### src/rtl/dmt_pkg.sv
// Package with constants and register map for the dual 8-bit modulo timer.
// Function
// - First timer pulse: /16, /512, /64, external pin
// - Second timer pulse: /128, /8192, /16, first match
// - Reset: second timer runs, /128 selected
// - Reset: first timer mode bits all zero
// - Eight-bit up counters start at zero, count pulses
// - Count clears on reset, match, clear bit
// - First clear bit also clears first irq flag
// - Clear bits self-clear and read as zero
// - Run bit starts, stops, reads running state
// - Modulo registers reset to ff
// - Match when count equals modulo and pulse arrives
// - Match clears count and sets irq flag
// - Irq taken when globally enabled and flag enabled
// - Match-fed second timer forms sixteen-bit timer
// - Modulo loaded by peripheral writes at 02, 03
// - Modulo load takes low byte of buffer
// - Modulo load keeps counting, reads nothing
// - Count registers cannot be written
// - First mode at 11: run, clear, select
// - Both counts read at 45 as word
// - Counts hold during read, pulse applied after
// - Clear bit leaves prescaler running
package dmt_pkg;
   localparam logic [6:0] DMT_PADDR_MOD0 = 7'h02;
   localparam logic [6:0] DMT_PADDR_MOD1 = 7'h03;
   localparam logic [6:0] DMT_PADDR_COUNT = 7'h45;
   localparam logic [6:0] DMT_RF_MODE0 = 7'h11;
   localparam logic [6:0] DMT_RF_MODE1 = 7'h12;
   localparam int DMT_BIT_RUN = 3;
   localparam int DMT_BIT_CLR = 2;
   localparam logic [3:0] DMT_MODE0_RST = 4'h0;
   localparam logic [3:0] DMT_MODE1_RST = 4'h8;
   localparam logic [7:0] DMT_MOD_RST = 8'hff;
   localparam logic [7:0] DMT_CNT_RST = 8'h00;
   localparam int DMT_PRE_W = 13;
   localparam int DMT_DIV16_BIT = 3;
   localparam int DMT_DIV64_BIT = 5;
   localparam int DMT_DIV128_BIT = 6;
   localparam int DMT_DIV512_BIT = 8;
   localparam int DMT_DIV8192_BIT = 12;
   localparam logic [1:0] DMT_SEL0_D16 = 2'h0;
   localparam logic [1:0] DMT_SEL0_D512 = 2'h1;
   localparam logic [1:0] DMT_SEL0_D64 = 2'h2;
   localparam logic [1:0] DMT_SEL0_EXT = 2'h3;
   localparam logic [1:0] DMT_SEL1_D128 = 2'h0;
   localparam logic [1:0] DMT_SEL1_D8192 = 2'h1;
   localparam logic [1:0] DMT_SEL1_D16 = 2'h2;
   localparam logic [1:0] DMT_SEL1_CASC = 2'h3;
endpackage : dmt_pkg

### src/rtl/dmt_chan.sv
// One eight-bit modulo counter channel with comparator, clear and irq flag.
`timescale 1ns/1ps
module dmt_chan (
   input wire logic mclk, // System clock.
   input wire logic rst_n, // Asynchronous reset, active low.
   input wire logic ce, // Clock enable.
   input wire logic pulse, // Selected count pulse, one cycle.
   input wire logic run, // Counting enabled.
   input wire logic clr, // Counter clear strobe.
   input wire logic hold, // Count read in progress.
   input wire logic mod_we, // Modulo load strobe.
   input wire logic [7:0] mod_wdata, // Modulo load data.
   input wire logic irq_ack, // Irq accepted.
   output logic [7:0] count, // Count register.
   output logic match, // Match pulse.
   output logic irq_flag // Irq request flag.
);
   import dmt_pkg::*;
   typedef struct packed {
      logic [7:0] cnt;
      logic [7:0] modv;
      logic pend;
      logic match;
      logic irq;
   } dmt_chan_st_t;
   dmt_chan_st_t st_reg, st_next;
   logic eff;
   always_comb begin
      st_next = st_reg;
      st_next.match = 1'b0;
      eff = run & (pulse | st_reg.pend) & ~hold;
      if (hold && run && pulse) begin
         st_next.pend = 1'b1;
      end else if (eff) begin
         st_next.pend = 1'b0;
      end
      if (mod_we) begin
         st_next.modv = mod_wdata;
      end
      if (eff && st_reg.cnt == st_reg.modv) begin
         st_next.cnt = DMT_CNT_RST;
         st_next.match = 1'b1;
      end else if (eff) begin
         st_next.cnt = st_reg.cnt + 8'h01;
      end
      if (clr) begin
         st_next.cnt = DMT_CNT_RST;
         st_next.pend = 1'b0;
      end
      if (irq_ack) begin
         st_next.irq = 1'b0;
      end
      if (st_next.match) begin
         st_next.irq = 1'b1;
      end else if (clr) begin
         st_next.irq = 1'b0;
      end
   end
   always_ff @(posedge mclk or negedge rst_n) begin
      if (!rst_n) begin
         st_reg <= '{cnt: DMT_CNT_RST, modv: DMT_MOD_RST, pend: 1'b0, match: 1'b0, irq: 1'b0};
      end else if (ce) begin
         st_reg <= st_next;
      end
   end
   assign count = st_reg.cnt;
   assign match = st_reg.match;
   assign irq_flag = st_reg.irq;

   a_cnt_idle_hold: assert property (@(posedge mclk) disable iff (!rst_n)
      ce && !run && !clr |=> st_reg.cnt == $past(st_reg.cnt))
      else $error("count moved while stopped");
   a_match_clears: assert property (@(posedge mclk) disable iff (!rst_n)
      st_reg.match |-> st_reg.cnt == DMT_CNT_RST && st_reg.irq)
      else $error("match did not clear count or set flag");
endmodule : dmt_chan

### src/rtl/dmt_timer.sv
// Top of the dual 8-bit modulo timer with mode registers and peripheral transfers.
`timescale 1ns/1ps
module dmt_timer (
   input wire logic mclk, // System clock, 40 MHz.
   input wire logic rst_n, // Asynchronous reset, active low.
   input wire logic ce, // Clock enable; state frozen while low.
   input wire logic ext_pin, // External count pin, asynchronous.
   input wire logic rf_we, // Register-file write strobe.
   input wire logic rf_re, // Register-file read strobe.
   input wire logic [6:0] rf_addr, // Register-file address.
   input wire logic [3:0] rf_wdata, // Register-file write nibble.
   input wire logic pw_op, // Peripheral write transfer strobe.
   input wire logic pr_op, // Peripheral read transfer strobe.
   input wire logic [6:0] p_addr, // Peripheral address.
   input wire logic [15:0] pdb_wdata, // Peripheral data buffer contents.
   input wire logic gie, // Global interrupt enable.
   input wire logic irq_en0, // First timer interrupt enable.
   input wire logic irq_en1, // Second timer interrupt enable.
   input wire logic irq_ack0, // First timer interrupt accepted.
   input wire logic irq_ack1, // Second timer interrupt accepted.
   output logic [3:0] rf_rdata, // Register-file read nibble.
   output logic rf_rvalid, // Register-file read valid.
   output logic [15:0] pdb_rdata, // Peripheral read data.
   output logic pdb_rvalid, // Peripheral read valid.
   output logic irq_flag0, // First timer irq request flag.
   output logic irq_flag1, // Second timer irq request flag.
   output logic irq_req0, // First timer irq request, gated.
   output logic irq_req1 // Second timer irq request, gated.
);
   import dmt_pkg::*;
   typedef struct packed {
      logic [DMT_PRE_W-1:0] pre;
      logic [DMT_PRE_W-1:0] pre_d;
      logic [2:0] ext_sy;
      logic [3:0] mode0;
      logic [3:0] mode1;
      logic clr0;
      logic clr1;
      logic [3:0] rdata;
      logic rvalid;
      logic [15:0] pdata;
      logic pvalid;
      logic req0;
      logic req1;
      logic flag0;
      logic flag1;
   } dmt_top_st_t;
   dmt_top_st_t st_reg, st_next;
   logic [7:0] cnt0, cnt1;
   logic m0, m1, f0, f1, p0, p1, hold;
   logic [DMT_PRE_W-1:0] fall;

   function automatic logic sel_pulse(input logic [1:0] sel, input logic [3:0] src);
      sel_pulse = src[sel];
   endfunction : sel_pulse

   assign fall = st_reg.pre_d & ~st_reg.pre;
   assign hold = pr_op && p_addr == DMT_PADDR_COUNT;
   assign p0 = sel_pulse(st_reg.mode0[1:0], {st_reg.ext_sy[2] & ~st_reg.ext_sy[1], fall[DMT_DIV64_BIT],
      fall[DMT_DIV512_BIT], fall[DMT_DIV16_BIT]});
   assign p1 = sel_pulse(st_reg.mode1[1:0], {m0, fall[DMT_DIV16_BIT], fall[DMT_DIV8192_BIT], fall[DMT_DIV128_BIT]});

   dmt_chan u_ch0 (
      .mclk(mclk), .rst_n(rst_n), .ce(ce), .pulse(p0), .run(st_reg.mode0[DMT_BIT_RUN]),
      .clr(st_reg.clr0), .hold(hold),
      .mod_we(pw_op && p_addr == DMT_PADDR_MOD0), .mod_wdata(pdb_wdata[7:0]),
      .irq_ack(irq_ack0), .count(cnt0), .match(m0), .irq_flag(f0)
   );
   dmt_chan u_ch1 (
      .mclk(mclk), .rst_n(rst_n), .ce(ce), .pulse(p1), .run(st_reg.mode1[DMT_BIT_RUN]),
      .clr(st_reg.clr1), .hold(hold),
      .mod_we(pw_op && p_addr == DMT_PADDR_MOD1), .mod_wdata(pdb_wdata[7:0]),
      .irq_ack(irq_ack1), .count(cnt1), .match(m1), .irq_flag(f1)
   );

   always_comb begin
      st_next = st_reg;
      st_next.pre = st_reg.pre + 13'h0001;
      st_next.pre_d = st_reg.pre;
      st_next.ext_sy = {st_reg.ext_sy[1:0], ext_pin};
      st_next.clr0 = 1'b0;
      st_next.clr1 = 1'b0;
      if (rf_we && rf_addr == DMT_RF_MODE0) begin
         st_next.mode0 = {rf_wdata[3], 1'b0, rf_wdata[1:0]};
         st_next.clr0 = rf_wdata[DMT_BIT_CLR];
      end
      if (rf_we && rf_addr == DMT_RF_MODE1) begin
         st_next.mode1 = {rf_wdata[3], 1'b0, rf_wdata[1:0]};
         st_next.clr1 = rf_wdata[DMT_BIT_CLR];
      end
      st_next.rvalid = rf_re;
      if (rf_addr == DMT_RF_MODE0) begin
         st_next.rdata = st_reg.mode0;
      end else if (rf_addr == DMT_RF_MODE1) begin
         st_next.rdata = st_reg.mode1;
      end else begin
         st_next.rdata = 4'h0;
      end
      st_next.pvalid = pr_op;
      st_next.pdata = (p_addr == DMT_PADDR_COUNT) ? {cnt1, cnt0} : 16'h0000;
      st_next.req0 = gie & irq_en0 & f0;
      st_next.req1 = gie & irq_en1 & f1;
      st_next.flag0 = f0;
      st_next.flag1 = f1;
   end

   always_ff @(posedge mclk or negedge rst_n) begin
      if (!rst_n) begin
         st_reg <= '{pre: '0, pre_d: '0, ext_sy: 3'h0, mode0: DMT_MODE0_RST, mode1: DMT_MODE1_RST,
            clr0: 1'b0, clr1: 1'b0, rdata: 4'h0, rvalid: 1'b0, pdata: 16'h0000, pvalid: 1'b0,
            req0: 1'b0, req1: 1'b0, flag0: 1'b0, flag1: 1'b0};
      end else if (ce) begin
         st_reg <= st_next;
      end
   end

   assign rf_rdata = st_reg.rdata;
   assign rf_rvalid = st_reg.rvalid;
   assign pdb_rdata = st_reg.pdata;
   assign pdb_rvalid = st_reg.pvalid;
   assign irq_flag0 = st_reg.flag0;
   assign irq_flag1 = st_reg.flag1;
   assign irq_req0 = st_reg.req0;
   assign irq_req1 = st_reg.req1;

   // A fresh clear write in the same cycle legally raises the strobe again.
   a_clr_self: assert property (@(posedge mclk) disable iff (!rst_n)
      ce && st_reg.clr0 && !(rf_we && rf_addr == DMT_RF_MODE0)
      |=> !st_reg.clr0 && st_reg.mode0[DMT_BIT_CLR] == 1'b0)
      else $error("clear bit did not self clear");
   a_clr_count: assert property (@(posedge mclk) disable iff (!rst_n)
      ce && st_reg.clr0 |=> cnt0 == DMT_CNT_RST)
      else $error("clear did not zero count");
   a_clr_flag: assert property (@(posedge mclk) disable iff (!rst_n)
      ce && st_reg.clr0 && !m0 |=> !f0 || m0)
      else $error("clear did not drop flag");
   a_req_gate: assert property (@(posedge mclk) disable iff (!rst_n)
      ce && !gie |=> !irq_req0 && !irq_req1)
      else $error("request raised without global enable");
   a_read_hold: assert property (@(posedge mclk) disable iff (!rst_n)
      ce && hold && !st_reg.clr0 |=> cnt0 == $past(cnt0))
      else $error("count moved during read");
   a_casc_step: assert property (@(posedge mclk) disable iff (!rst_n)
      ce && m0 && !hold && st_reg.mode1[DMT_BIT_RUN] && st_reg.mode1[1:0] == DMT_SEL1_CASC && !st_reg.clr1
      && !m1 && cnt1 != 8'hff |-> ##1 (cnt1 == $past(cnt1) + 8'h01 || m1 || !ce))
      else $error("cascade did not advance");
   a_mod_load: assert property (@(posedge mclk) disable iff (!rst_n)
      ce && pw_op && p_addr == DMT_PADDR_MOD0 && st_reg.mode0[DMT_BIT_RUN] && p0 && !hold && !st_reg.clr0
      && cnt0 != 8'hff |=> cnt0 != DMT_CNT_RST || m0 || $past(cnt0) == 8'hff)
      else $error("modulo load stopped counting");
   a_count_read: assert property (@(posedge mclk) disable iff (!rst_n)
      ce && pr_op && p_addr == DMT_PADDR_COUNT |=> pdb_rvalid && pdb_rdata == {$past(cnt1), $past(cnt0)})
      else $error("count read word wrong");
   c_match0: cover property (@(posedge mclk) m0);
   c_casc: cover property (@(posedge mclk) m1 && st_reg.mode1[1:0] == DMT_SEL1_CASC);
   c_read: cover property (@(posedge mclk) hold && p0);
endmodule : dmt_timer

### config.mk
export PLATFORM = sky130hd
export DESIGN_NAME = dmt_timer
export DESIGN_NICKNAME = d
export VERILOG_FILES = /design/src/rtl/dmt_pkg.sv /design/src/rtl/dmt_chan.sv /design/src/rtl/dmt_timer.sv
export SDC_FILE = /design/constraint.sdc
export NUM_CORES = 1
export LEC_CHECK = 0
export BUFFER_PORTS_ARGS = -buffer_cell sky130_fd_sc_hd__buf_2
export CAP_MARGIN = 20
export CORE_UTILIZATION = 50
export CTS_BUF_LIST = sky130_fd_sc_hd__clkbuf_4 sky130_fd_sc_hd__clkbuf_8
export CTS_CLUSTER_DIAMETER = 120
export DETAILED_ROUTE_END_ITERATION = 16
export HOLD_SLACK_MARGIN = 0.1
export PLACE_DENSITY = 0.85
export SLEW_MARGIN = 20
export SYNTH_ARGS = -nofsm -noshare
export SYNTH_HDL_FRONTEND = slang
export SYNTH_SLANG_ARGS = --single-unit
### constraint.sdc
create_clock -name mclk -period 1.6 [get_ports mclk]
set_input_delay 0.08 -clock mclk [delete_from_list [all_inputs] [get_ports mclk]]
set_output_delay 0.08 -clock mclk [all_outputs]
set_load 0.01 [all_outputs]
==> results.py, run 1 <==
metrics = {
    "status": {
        "status": "complete, but fails checks",
        "violations": "negative setup slack",
    },
    "synth": {
        "async_flop_share_pct": 100,
        "avgSynthCellArea_um2": 11.9,
        "synth_top_family_by_area": "simple AND/OR/NAND/NOR gates",
        "synth_compound_area_share_pct": 10.5,
        "syn_nets": 412,
        "synth-edff-count": 0,
        "syn_inst": 362,
        "synth_xor_area_share_pct": 6.50,
        "synth_mux_area_share_pct": 10.7,
        "synth_fa_ha_area_share_pct": 0.871,
        "seq_area_frac_synth_pct": 53.3,
        "netlist_area_um2": 4310,
        "ys_warn_count": 0,
        "ys_ff_latch": 91,
        "yosys_most_used_dff": "dfrtp_1",
        "synth_cell_types": 52,
        "synthSimpleGateAreaFrac_pct": 12.9,
    },
    "critical_path": {
        "crit_path_start_kind": "register",
        "r2r_slack_ns": -0.16,
        "crit_required_ns": 1.86,
        "arrival_ns": 2.01,
        "cp_slowest_stage_delay_ns": 0.51,
        "reg2reg_to": "u_ch0.match",
        "cp_top_family": "multiplexers",
        "crit_buf_inv": 1,
        "path_max_fanout": 3,
        "reg2regPathDepth": 6,
        "path_class": "register to register",
        "path_cells": "nor2b_4 -> mux4_2 -> o21ai_1 -> buf_4 -> nor2_1 -> a21o_1",
        "r2r-start": "st_reg[42]",
        "critPathCaptureType": "register",
        "crit_path_top_delay_cell": "mux4_2",
    },
    "flow_run": {
        "maxCapViolations": 0,
    },
    "placement": {
        "port_buffers": 63,
        "dp_hpwl_mm": 6.92,
        "dp.cells": 548,
        "placed_area_um2": 4970,
        "gp_congestion": 0.877,
        "place_ws_ns": -0.145,
    },
    "pwr": {
        "finalPower_w": 0.00520,
        "ir_worst_vdd_mv": 0.636,
        "power_switching_w": 0.00137,
        "comb_power_share_pct": 16.8,
        "p_clk_share_pct": 32.3,
        "switching_share_pct": 26.4,
        "p_seq_share_pct": 50.9,
        "internal-power_w": 0.00383,
        "power-per-cell-area_nw_per_um2": 927,
        "leakage_nw": 2.71,
    },
    "cells_and_area": {
        "final_cell_area_um2": 5610,
        "syn2layout_area_growth_pct": 30.1,
        "mostFrequentLayoutCells": "73 x dfrtp_1, 63 x buf_2, 46 x buf_4",
        "drive_gt1_share_pct": 46.0,
        "fin_cells": 590,
        "num-nets-final": 530,
        "largest_reg_flops": 16,
        "antenna_cells": 0,
        "layout_commonest_cell": "dfrtp_1",
        "final_util_pct": 67.6,
    },
    "routing": {
        "routedWlPerCell_um": 17.7,
        "ant_nets": 0,
        "drt_wl_total_mm": 10.4,
        "first_iter_violations": 258,
        "drt_pass1_iterations": 4,
        "dr_total_vias": 3284,
        "viasPerCell": 5.57,
        "route.detailed.drc": 0,
    },
    "cts": {
        "cts_tree": "built",
        "clkLatencyLatePin_ns": 0.36,
        "h-tree-depth": 3,
        "clockBufferDepth": 2,
        "cts_inserted_buffers": 9,
        "cts_sinks": 91,
        "path_clk_slew_ns": 0.10,
        "root_buffer": "clkbuf_8",
    },
    "global_route": {
        "grt-ovfl-total": 0,
        "antenna_found_initial": 0,
        "grt_pass1_vias": 3509,
        "grt_use_total_pct": 24.0,
        "grt_max_degree": 48,
        "grt_pass1_wl_mm": 16.4,
    },
    "timing": {
        "drv_slew": 0,
        "clock.fmax_mhz": 570,
        "period_share_pct": 110,
        "setup_violations": 19,
        "clock_skew_ns": 0.0167,
        "rsz0062_at_grt": "yes",
        "period_needed_ns": 1.76,
        "hold_viol": 0,
        "layout_setup_ws_ns": -0.155,
    },
    "floorplan": {
        "chipWidth_um": 94.9,
        "row_count": 33,
        "die_height_um": 94.9,
        "core_um2": 8300,
        "dieArea_um2": 9000,
        "ios": 73,
        "initial_core_util_pct": 51.9,
    },
    "hold_path": {
        "hp-class": "primary input to async pin",
    },
}
==> how the worst max path moves through the flow <==
stage	start	end	slack [ns]	cells past startpoint
finish	st_reg[42]	u_ch0.match	-0.16	6
global placement	rf_addr[6]	st_reg[35]	-0.09	5
global route	st_reg[44]	u_ch0.count[7]	-0.21	6
floorplan	st_next[42]	u_ch0.count[4]	-0.03	5
CTS	st_reg[42]	u_ch0.count[4]	-0.13	6
detailed placement	st_reg[42]	u_ch0.count[2]	-0.15	5
==> power by group through the flow <==
stage | logic (W) | clock network [W] | registers [W]
floorplan | 0.000394 | 0 | 0.00267
global placement | 0.000703 | 0 | 0.00265
detailed placement | 0.000744 | 0 | 0.00267
CTS | 0.000831 | 0.00170 | 0.00263
global route | 0.000962 | 0.00180 | 0.00267
finish | 0.000874 | 0.00168 | 0.00265
==> per-layer routing <==
metal	global-route usage (%)	up-vias	part of all wire, %
met5	0	-	0
met3	6.20	31	4.6
met4	11.1	0	3.1
met1	28.6	1631	41
met2	40.6	108	51
li1	-	1514	-
==> kinds of logic (layout without fill, tap and decap cells) <==
group | after synthesis | in the layout
AO/OA/AOI/OAI | 61 | 61
other | 1 | 1
flip-flops | 91 | 91
multiplexers | 38 | 38
AND/OR/NAND/NOR | 99 | 99
adder cells (fa/ha/maj) | 3 | 3
XOR/XNOR | 32 | 32
buffers and inverters | 37 | 160
==> Yosys cell counts (2+ instances only) <==
library cell	number	area (um^2)
nand2_1	24	90.1
mux4_2	2	45.0
dfstp_2	17	447
nor2b_1	7	43.8
buf_4	20	150
nand3_1	16	80.1
nor4_1	2	12.5
nor4b_4	2	47.6
o311ai_0	2	17.5
a211oi_1	2	15.0
ha_1	3	37.5
o21ai_1	4	20.0
buf_2	3	15.0
a22o_1	18	158
clkbuf_2	3	15.0
xor2_1	19	166
a221oi_1	3	26.3
and2_1	3	18.8
a21oi_1	5	25.0
a22oi_1	2	15.0
nand4_1	9	56.3
a21o_1	2	15.0
nand2b_1	2	12.5
dfrtp_1	74	1850
nor4b_1	2	17.5
mux2_2	32	360
mux2_4	3	45.0
clkbuf_1	4	15.0
xnor2_1	13	114
and3_1	4	25.0
inv_1	6	22.5
o21ai_0	16	80.1
nor2_1	19	71.3
==> stage by stage <==
step	setup TNS [ns]	hold WS, ns
floorplan	-0.108	-0.216
global placement	-1.79	-0.00291
detailed placement	-3.06	0.00455
CTS	-1.30	0.139
global route	-3.08	0.167
finish	-1.74	0.150
==> cell type report <==
type	count	area (um^2)
multi-input cells	234	1960
well taps	105	131
flip-flops and latches	91	2300
repair buffers	138	977
clock buffers	12	165
fillers	566	2690
inverters	6	22.5
clock inverters	4	55.1
==> what timing repair did <==
| item | 4_1_cts | 5_1_grt |
|---|---|---|
| gates cloned | 1 | 1 |
| hold buffers | 22 | 0 |
| endpoints found under the hold margin | 109 | 0 |
| gates resized for setup | 27 | 27 |
| pin swaps | 9 | 9 |
| buffers inserted | 1 | 1 |
| endpoints found under the setup margin | 20 | 21 |
(Power assumes the default switching activity.)
==> run 2: changes to the inputs <==
--- a/config.mk
+++ b/config.mk
@@ -5,6 +5,7 @@
 export SDC_FILE = /design/constraint.sdc
 export NUM_CORES = 1
 export LEC_CHECK = 0
+export ABC_AREA = 1
 export BUFFER_PORTS_ARGS = -buffer_cell sky130_fd_sc_hd__buf_2
 export CAP_MARGIN = 20
 export CORE_UTILIZATION = 50
==> run 2 against run 1 <==
Against the previous run: the flow now finishes without violations; worst setup slack gained 0.23 ns; non-clock buffer count decreased by 39; wire length is 1.1% lower; largest cell class unchanged.
==> results.py, run 2 <==
metrics = {
    "synth": {
        "syn_inst": 573,
        "syn_nets": 623,
        "synth.area.top_cells": "dfrtp_1 40%, nand2_1 14%, dfstp_2 9.6%, inv_1 5.8%, xor2_1 4.3%",
        "ys_ff_latch": 91,
        "async_flop_share_pct": 100,
        "netlist_area_um2": 4670,
        "synth_commonest_cells": "180 x nand2_1, 74 x dfrtp_1, 72 x inv_1",
        "yosys_most_used_dff": "dfrtp_1",
        "synth_cell_types": 33,
        "synth-edff-count": 0,
        "yosysTopAreaCell": "dfrtp_1",
        "avgSynthCellArea_um2": 8.14,
        "yosysTopAreaCellShare_pct": 39.7,
        "synth.most_common_cell": "nand2_1",
        "ys_warn_count": 0,
        "seq_area_frac_synth_pct": 49.3,
    },
    "pwr": {
        "internal-power_w": 0.00375,
        "comb_power_share_pct": 23.5,
        "ir_worst_vdd_mv": 0.556,
        "switching_share_pct": 35.0,
        "p_seq_share_pct": 51.1,
        "leakage_nw": 2.75,
        "power-per-cell-area_nw_per_um2": 1060,
        "power_switching_w": 0.00202,
        "p_clk_share_pct": 25.4,
    },
    "critical_path": {
        "arrival_ns": 1.77,
        "r2r_slack_ns": 0.07,
        "path_class": "register to register",
        "crit_path_start_kind": "register",
        "reg2regPathDepth": 9,
        "path_max_fanout": 5,
        "r2r-start": "u_ch1.st_reg[6]",
        "reg2reg_to": "u_ch1.count[3]",
        "crit_required_ns": 1.85,
        "critPathCaptureType": "register",
    },
    "cells_and_area": {
        "drive_gt1_share_pct": 20.6,
        "mostFrequentLayoutCells": "180 x nand2_1, 73 x dfrtp_1, 72 x inv_1",
        "multiInputGateArea_um2": 1860,
        "fill_cells": 741,
        "ff_latch_area_um2": 2300,
        "syn2layout_area_growth_pct": 16.4,
        "num-nets-final": 696,
        "fin_cells": 759,
        "antenna_cells": 0,
        "layout_commonest_cell": "nand2_1",
        "final_cell_area_um2": 5430,
        "largest_reg_flops": 16,
    },
    "global_route": {
        "grt-ovfl-total": 0,
        "grt_max_degree": 58,
        "grt_pass1_wl_mm": 17.4,
        "grt_use_total_pct": 22.8,
        "antenna_found_initial": 0,
        "grt_pass1_vias": 3833,
    },
    "cts": {
        "cts_inserted_buffers": 9,
        "cts_sinks": 91,
        "root_buffer": "clkbuf_8",
        "cts_tree": "built",
        "clockBufferDepth": 2,
        "h-tree-depth": 3,
        "path_clk_slew_ns": 0.10,
        "clkLatencyLatePin_ns": 0.37,
    },
    "placement": {
        "place_ws_ns": 0.104,
        "port_buffers": 63,
        "placed_area_um2": 4950,
        "dp.cells": 715,
        "dp_hpwl_mm": 7.27,
        "gp_congestion": 0.862,
    },
    "routing": {
        "met2WireLength_mm": 5.14,
        "wl_met1_mm": 4.42,
        "drt_wl_total_mm": 10.3,
        "routedWlPerCell_um": 13.6,
        "viasPerCell": 5.16,
        "dr_total_vias": 3920,
        "drt_pass1_iterations": 5,
        "first_iter_violations": 224,
        "route.detailed.drc": 0,
        "highest_layer": "met4",
        "wl_met3_um": 563,
        "ant_nets": 0,
    },
    "flow_run": {
        "maxCapViolations": 0,
    },
    "hold_path": {
        "whs_endpoint": "st_reg[31]",
        "min_from": "rf_we",
        "hold-path-cell-count": 5,
        "hp-class": "primary input to register",
    },
    "floorplan": {
        "ios": 73,
        "core_um2": 8890,
        "initial_core_util_pct": 52.5,
        "chipWidth_um": 98.6,
        "die_height_um": 98.6,
        "dieArea_um2": 9720,
        "row_count": 34,
    },
    "timing": {
        "setup_violations": 0,
        "tns_ns": 0,
        "clock_skew_ns": 0.0112,
        "period_share_pct": 95.5,
        "drv_slew": 0,
        "period_needed_ns": 1.53,
        "tightest_slew_ns": 0.564,
        "hold_viol": 0,
        "layout_setup_ws_ns": 0.0713,
        "clock.fmax_mhz": 654,
        "whs_ns": 0.149,
        "rsz0062_at_grt": "yes",
        "slew_headroom_pct": 62.4,
    },
    "status": {
        "status": "finished, final reports clean",
    },
}
run 2: changes by cell type in the layout (fill, tap and decap cells not counted), moves of 18 or more:
cell | before | now
nand2_1 | 18 | 180
inv_1 | 6 | 72
o21ai_0 | 5 | 37
a22o_1 | 18 | 0
mux2_2 | 32 | 0
buf_4 | 46 | 10
nand3_1 | 13 | 39
run 2: through the flow:
step / utilization, % / total power, W
global route: 61.1 / 0.00615
floorplan: - / 0.00383
global placement: 55.7 / 0.00412
detailed placement: 55.7 / 0.00422
finish: 61.1 / 0.00577
CTS: 60.7 / 0.00573
run 2: logic make-up after synthesis:
| logic type | Yosys count | share of synthesized area (%) |
|---|---|---|
| AND/OR/NAND/NOR | 266 | 25.1 |
| buffers and inverters | 116 | 11.6 |
| flip-flops | 91 | 49.3 |
| AO/OA/AOI/OAI | 72 | 8.66 |
| XOR/XNOR | 24 | 4.51 |
| adder cells (fa/ha/maj) | 3 | 0.805 |
| other | 1 | 0.0804 |
run 2: power groups by stage:
stage	Sequential [W]	Combinational [W]	Clock [W]
after global routing	0.00299	0.00156	0.00161
after global placement	0.00295	0.00117	0
after detailed placement	0.00298	0.00124	0
after CTS	0.00294	0.00130	0.00150
after floorplan	0.00289	0.000937	0
final	0.00295	0.00135	0.00147
run 2: layer usage:
metal  global-route usage (%)  vias up
met3                     3.69       15
met1                     28.9     1860
met4                     9.53        0
li1                         -     1919
met2                     38.8      126
met5                        0        -
run 2: how the worst max path moves through the flow:
stage,start,to,slack (ns),depth (start not counted)
floorplan,st_next[39],st_next[51],0.28,6
global placement,u_ch0.st_reg[9],u_ch0.count[7],0.12,9
detailed placement,u_ch0.count[4],u_ch0.count[1],0.10,9
CTS,p_addr[3],u_ch1.st_reg[4],0.01,5
global route,u_ch1.st_reg[10],u_ch1.count[3],-0.07,9
finish,u_ch1.st_reg[6],u_ch1.count[3],0.07,9
run 2: cell type report:
class / instances / share of cell area (%)
flip-flops and latches: 91 / 42.4
repair buffers: 99 / 12.3
inverters: 78 / 5.39
clock inverters: 7 / 1.06
multi-input cells: 367 / 34.2
clock buffers: 9 / 2.28
well taps: 108 / 2.49
run 2: timing repair:
action	CTS	global route
setup buffers	0	1
hold endpoints to repair	99	0
hold buffers	26	0
endpoints found under the setup margin	0	26
gates resized for setup	0	7
run 2: critical path: stages, from the launching register on:
cell	delay, ns
dfstp_2	0.56
inv_1	0.06
nand2_1	0.06
nand2_1	0.06
nor2_1	0.09
nand2_1	0.08
nor2_2	0.16
nand3_2	0.16
nand3_1	0.13
o21ai_1	0.07
==> run 3: changes to the inputs <==
--- a/config.mk
+++ b/config.mk
@@ -13,7 +13,7 @@
 export CTS_CLUSTER_DIAMETER = 120
 export DETAILED_ROUTE_END_ITERATION = 16
 export HOLD_SLACK_MARGIN = 0.1
-export PLACE_DENSITY = 0.85
+export PLACE_DENSITY = 0.72
 export SLEW_MARGIN = 20
 export SYNTH_ARGS = -nofsm -noshare
 export SYNTH_HDL_FRONTEND = slang
==> run 3 against run 2 <==
Against the previous run: worst setup slack lost 0.061 ns; power grew 1.9%; register-to-register slack lost 0.06 ns; clock power is essentially flat; first-iteration DRC count shrank 13%; clock-buffer cell count grew 1; critical path type unchanged.
==> results.py, run 3 (synthesis results as in run 2) <==
metrics = {
    "status": {
        "status": "finished, final reports clean",
    },
    "critical_path": {
        "critPathCaptureType": "register",
        "path_cells": "inv_1 -> nand2_1 -> nand2_1 -> nor2_2 -> nand2_2 -> nor2_4 -> nand3_4 -> nand3_2 -> o21ai_1",
        "r2r-start": "u_ch1.st_reg[7]",
        "crit_required_ns": 1.84,
        "arrival_ns": 1.83,
        "critPathMostFrequentCell": "nand2_1",
        "path_max_fanout": 5,
        "reg2reg_to": "u_ch1.count[3]",
        "crit_start": "u_ch1.st_reg[7]",
        "reg2regPathDepth": 9,
        "crit_path_top_delay_cell": "dfstp_2",
        "r2r_slack_ns": 0.01,
        "cp_slowest_stage_delay_ns": 0.56,
        "path_class": "register to register",
        "crit_path_start_kind": "register",
    },
    "floorplan": {
        "dieArea_um2": 9720,
        "initial_core_util_pct": 52.5,
        "ios": 73,
        "row_count": 34,
        "chipWidth_um": 98.6,
        "die_height_um": 98.6,
        "core_um2": 8890,
    },
    "pwr": {
        "ir_worst_vdd_mv": 0.428,
        "power-per-cell-area_nw_per_um2": 1070,
        "finalPower_w": 0.00588,
        "leakage_nw": 2.75,
    },
    "global_route": {
        "grt-ovfl-total": 0,
        "grt_pass1_wl_mm": 16.8,
        "grt_max_degree": 92,
        "grt_pass1_vias": 3573,
        "grt_use_total_pct": 22.1,
        "antenna_found_initial": 0,
    },
    "timing": {
        "clock_skew_ns": 0.00852,
        "rsz0062_at_grt": "yes",
        "drv_slew": 0,
        "hold_viol": 0,
        "whs_ns": 0.122,
        "period_share_pct": 99.3,
        "clock.fmax_mhz": 629,
        "setup_violations": 0,
        "period_needed_ns": 1.59,
    },
    "routing": {
        "wl_met3_um": 415,
        "viasPerCell": 5.07,
        "met2WireLength_mm": 4.83,
        "drt_pass1_iterations": 5,
        "drt_wl_total_mm": 10.3,
        "highest_layer": "met4",
        "route.detailed.drc": 0,
        "dr_total_vias": 3843,
        "wl_met1_mm": 4.75,
        "first_iter_violations": 196,
        "routedWlPerCell_um": 13.6,
        "ant_nets": 0,
    },
    "placement": {
        "dp_hpwl_mm": 6.87,
        "gp_congestion": 0.929,
        "port_buffers": 63,
    },
    "cts": {
        "cts_tree": "built",
        "h-tree-depth": 3,
        "cts_inserted_buffers": 9,
        "clockBufferDepth": 2,
        "root_buffer": "clkbuf_8",
        "path_clk_slew_ns": 0.09,
        "clkLatencyLatePin_ns": 0.37,
        "cts_sinks": 91,
    },
    "hold_path": {
        "whs_endpoint": "st_reg[44]",
        "min_from": "ce",
        "hold-path-cell-count": 3,
        "hp-class": "primary input to register",
    },
    "flow_run": {
        "maxCapViolations": 0,
    },
    "cells_and_area": {
        "largest_reg_flops": 16,
        "antenna_cells": 0,
        "layout_commonest_cell": "nand2_1",
        "num-nets-final": 695,
        "mostFrequentLayoutCells": "174 x nand2_1, 70 x dfrtp_1, 66 x inv_1",
        "syn2layout_area_growth_pct": 17.7,
        "drive_gt1_share_pct": 24.5,
    },
}
-- run 3: what timing repair did --
action | 4_1_cts | 5_1_grt
hold buffers | 22 | 0
endpoints found under the setup margin | 1 | 19
pin swaps | 0 | 9
cloned | 0 | 2
hold endpoints to repair | 105 | 0
resized for setup | 1 | 32
buffers inserted | 0 | 2
-- run 3: stage by stage --
step	setup TNS, ns	cells	setup slack (ns)	util, %	cell area (um^2)
3_5_place_dp	-0.00118	716	-0.00118	55.8	4960
5_1_grt	-0.175	758	-0.0671	61.8	5490
4_1_cts	0	754	0.0254	60.3	5360
3_3_place_gp	0	716	0.0926	55.8	4960
2_1_floorplan	0	573	0.277	-	4670
6_report	0	758	0.0105	61.8	5490
-- run 3: critical path: cells and delay by family (launching register included) --
kind | cells | cell delay [ns]
buffers and inverters | 1 | 0.04
AND/OR/NAND/NOR | 7 | 0.79
AO/OA/AOI/OAI | 1 | 0.07
flip-flops | 1 | 0.56
-- run 3: worst max-delay path by stage --
stage | endpoint | slack, ns | cells past startpoint
finish | u_ch1.count[3] | 0.01 | 9
detailed placement | u_ch0.count[3] | -0.001 | 9
floorplan | st_next[51] | 0.28 | 6
global route | u_ch1.count[3] | -0.07 | 9
CTS | u_ch1.count[3] | 0.03 | 9
global placement | u_ch0.count[7] | 0.09 | 9
-- run 3: power breakdown --
group | switching, W | internal (W) | total (W)
registers | 0.000317 | 0.00262 | 0.00294
logic | 0.000908 | 0.000596 | 0.00150
clock network | 0.000831 | 0.000607 | 0.00144
-- run 3: routing by layer --
layer	track usage, %	vias to the layer above
li1	-	1929
met1	29.6	1780
met2	35.5	110
met3	3.40	24
met4	10.3	0
met5	0	-
-- run 3: cell type report --
class                           count  area [um^2]
Clock buffer                       10          138
Clock inverter                      6         40.0
Fill cell                         737         3400
Inverter                           78          293
Multi-Input combinational cell    368         1940
Sequential cell                    91         2300
Tap cell                          108          135
Timing Repair Buffer               97          641
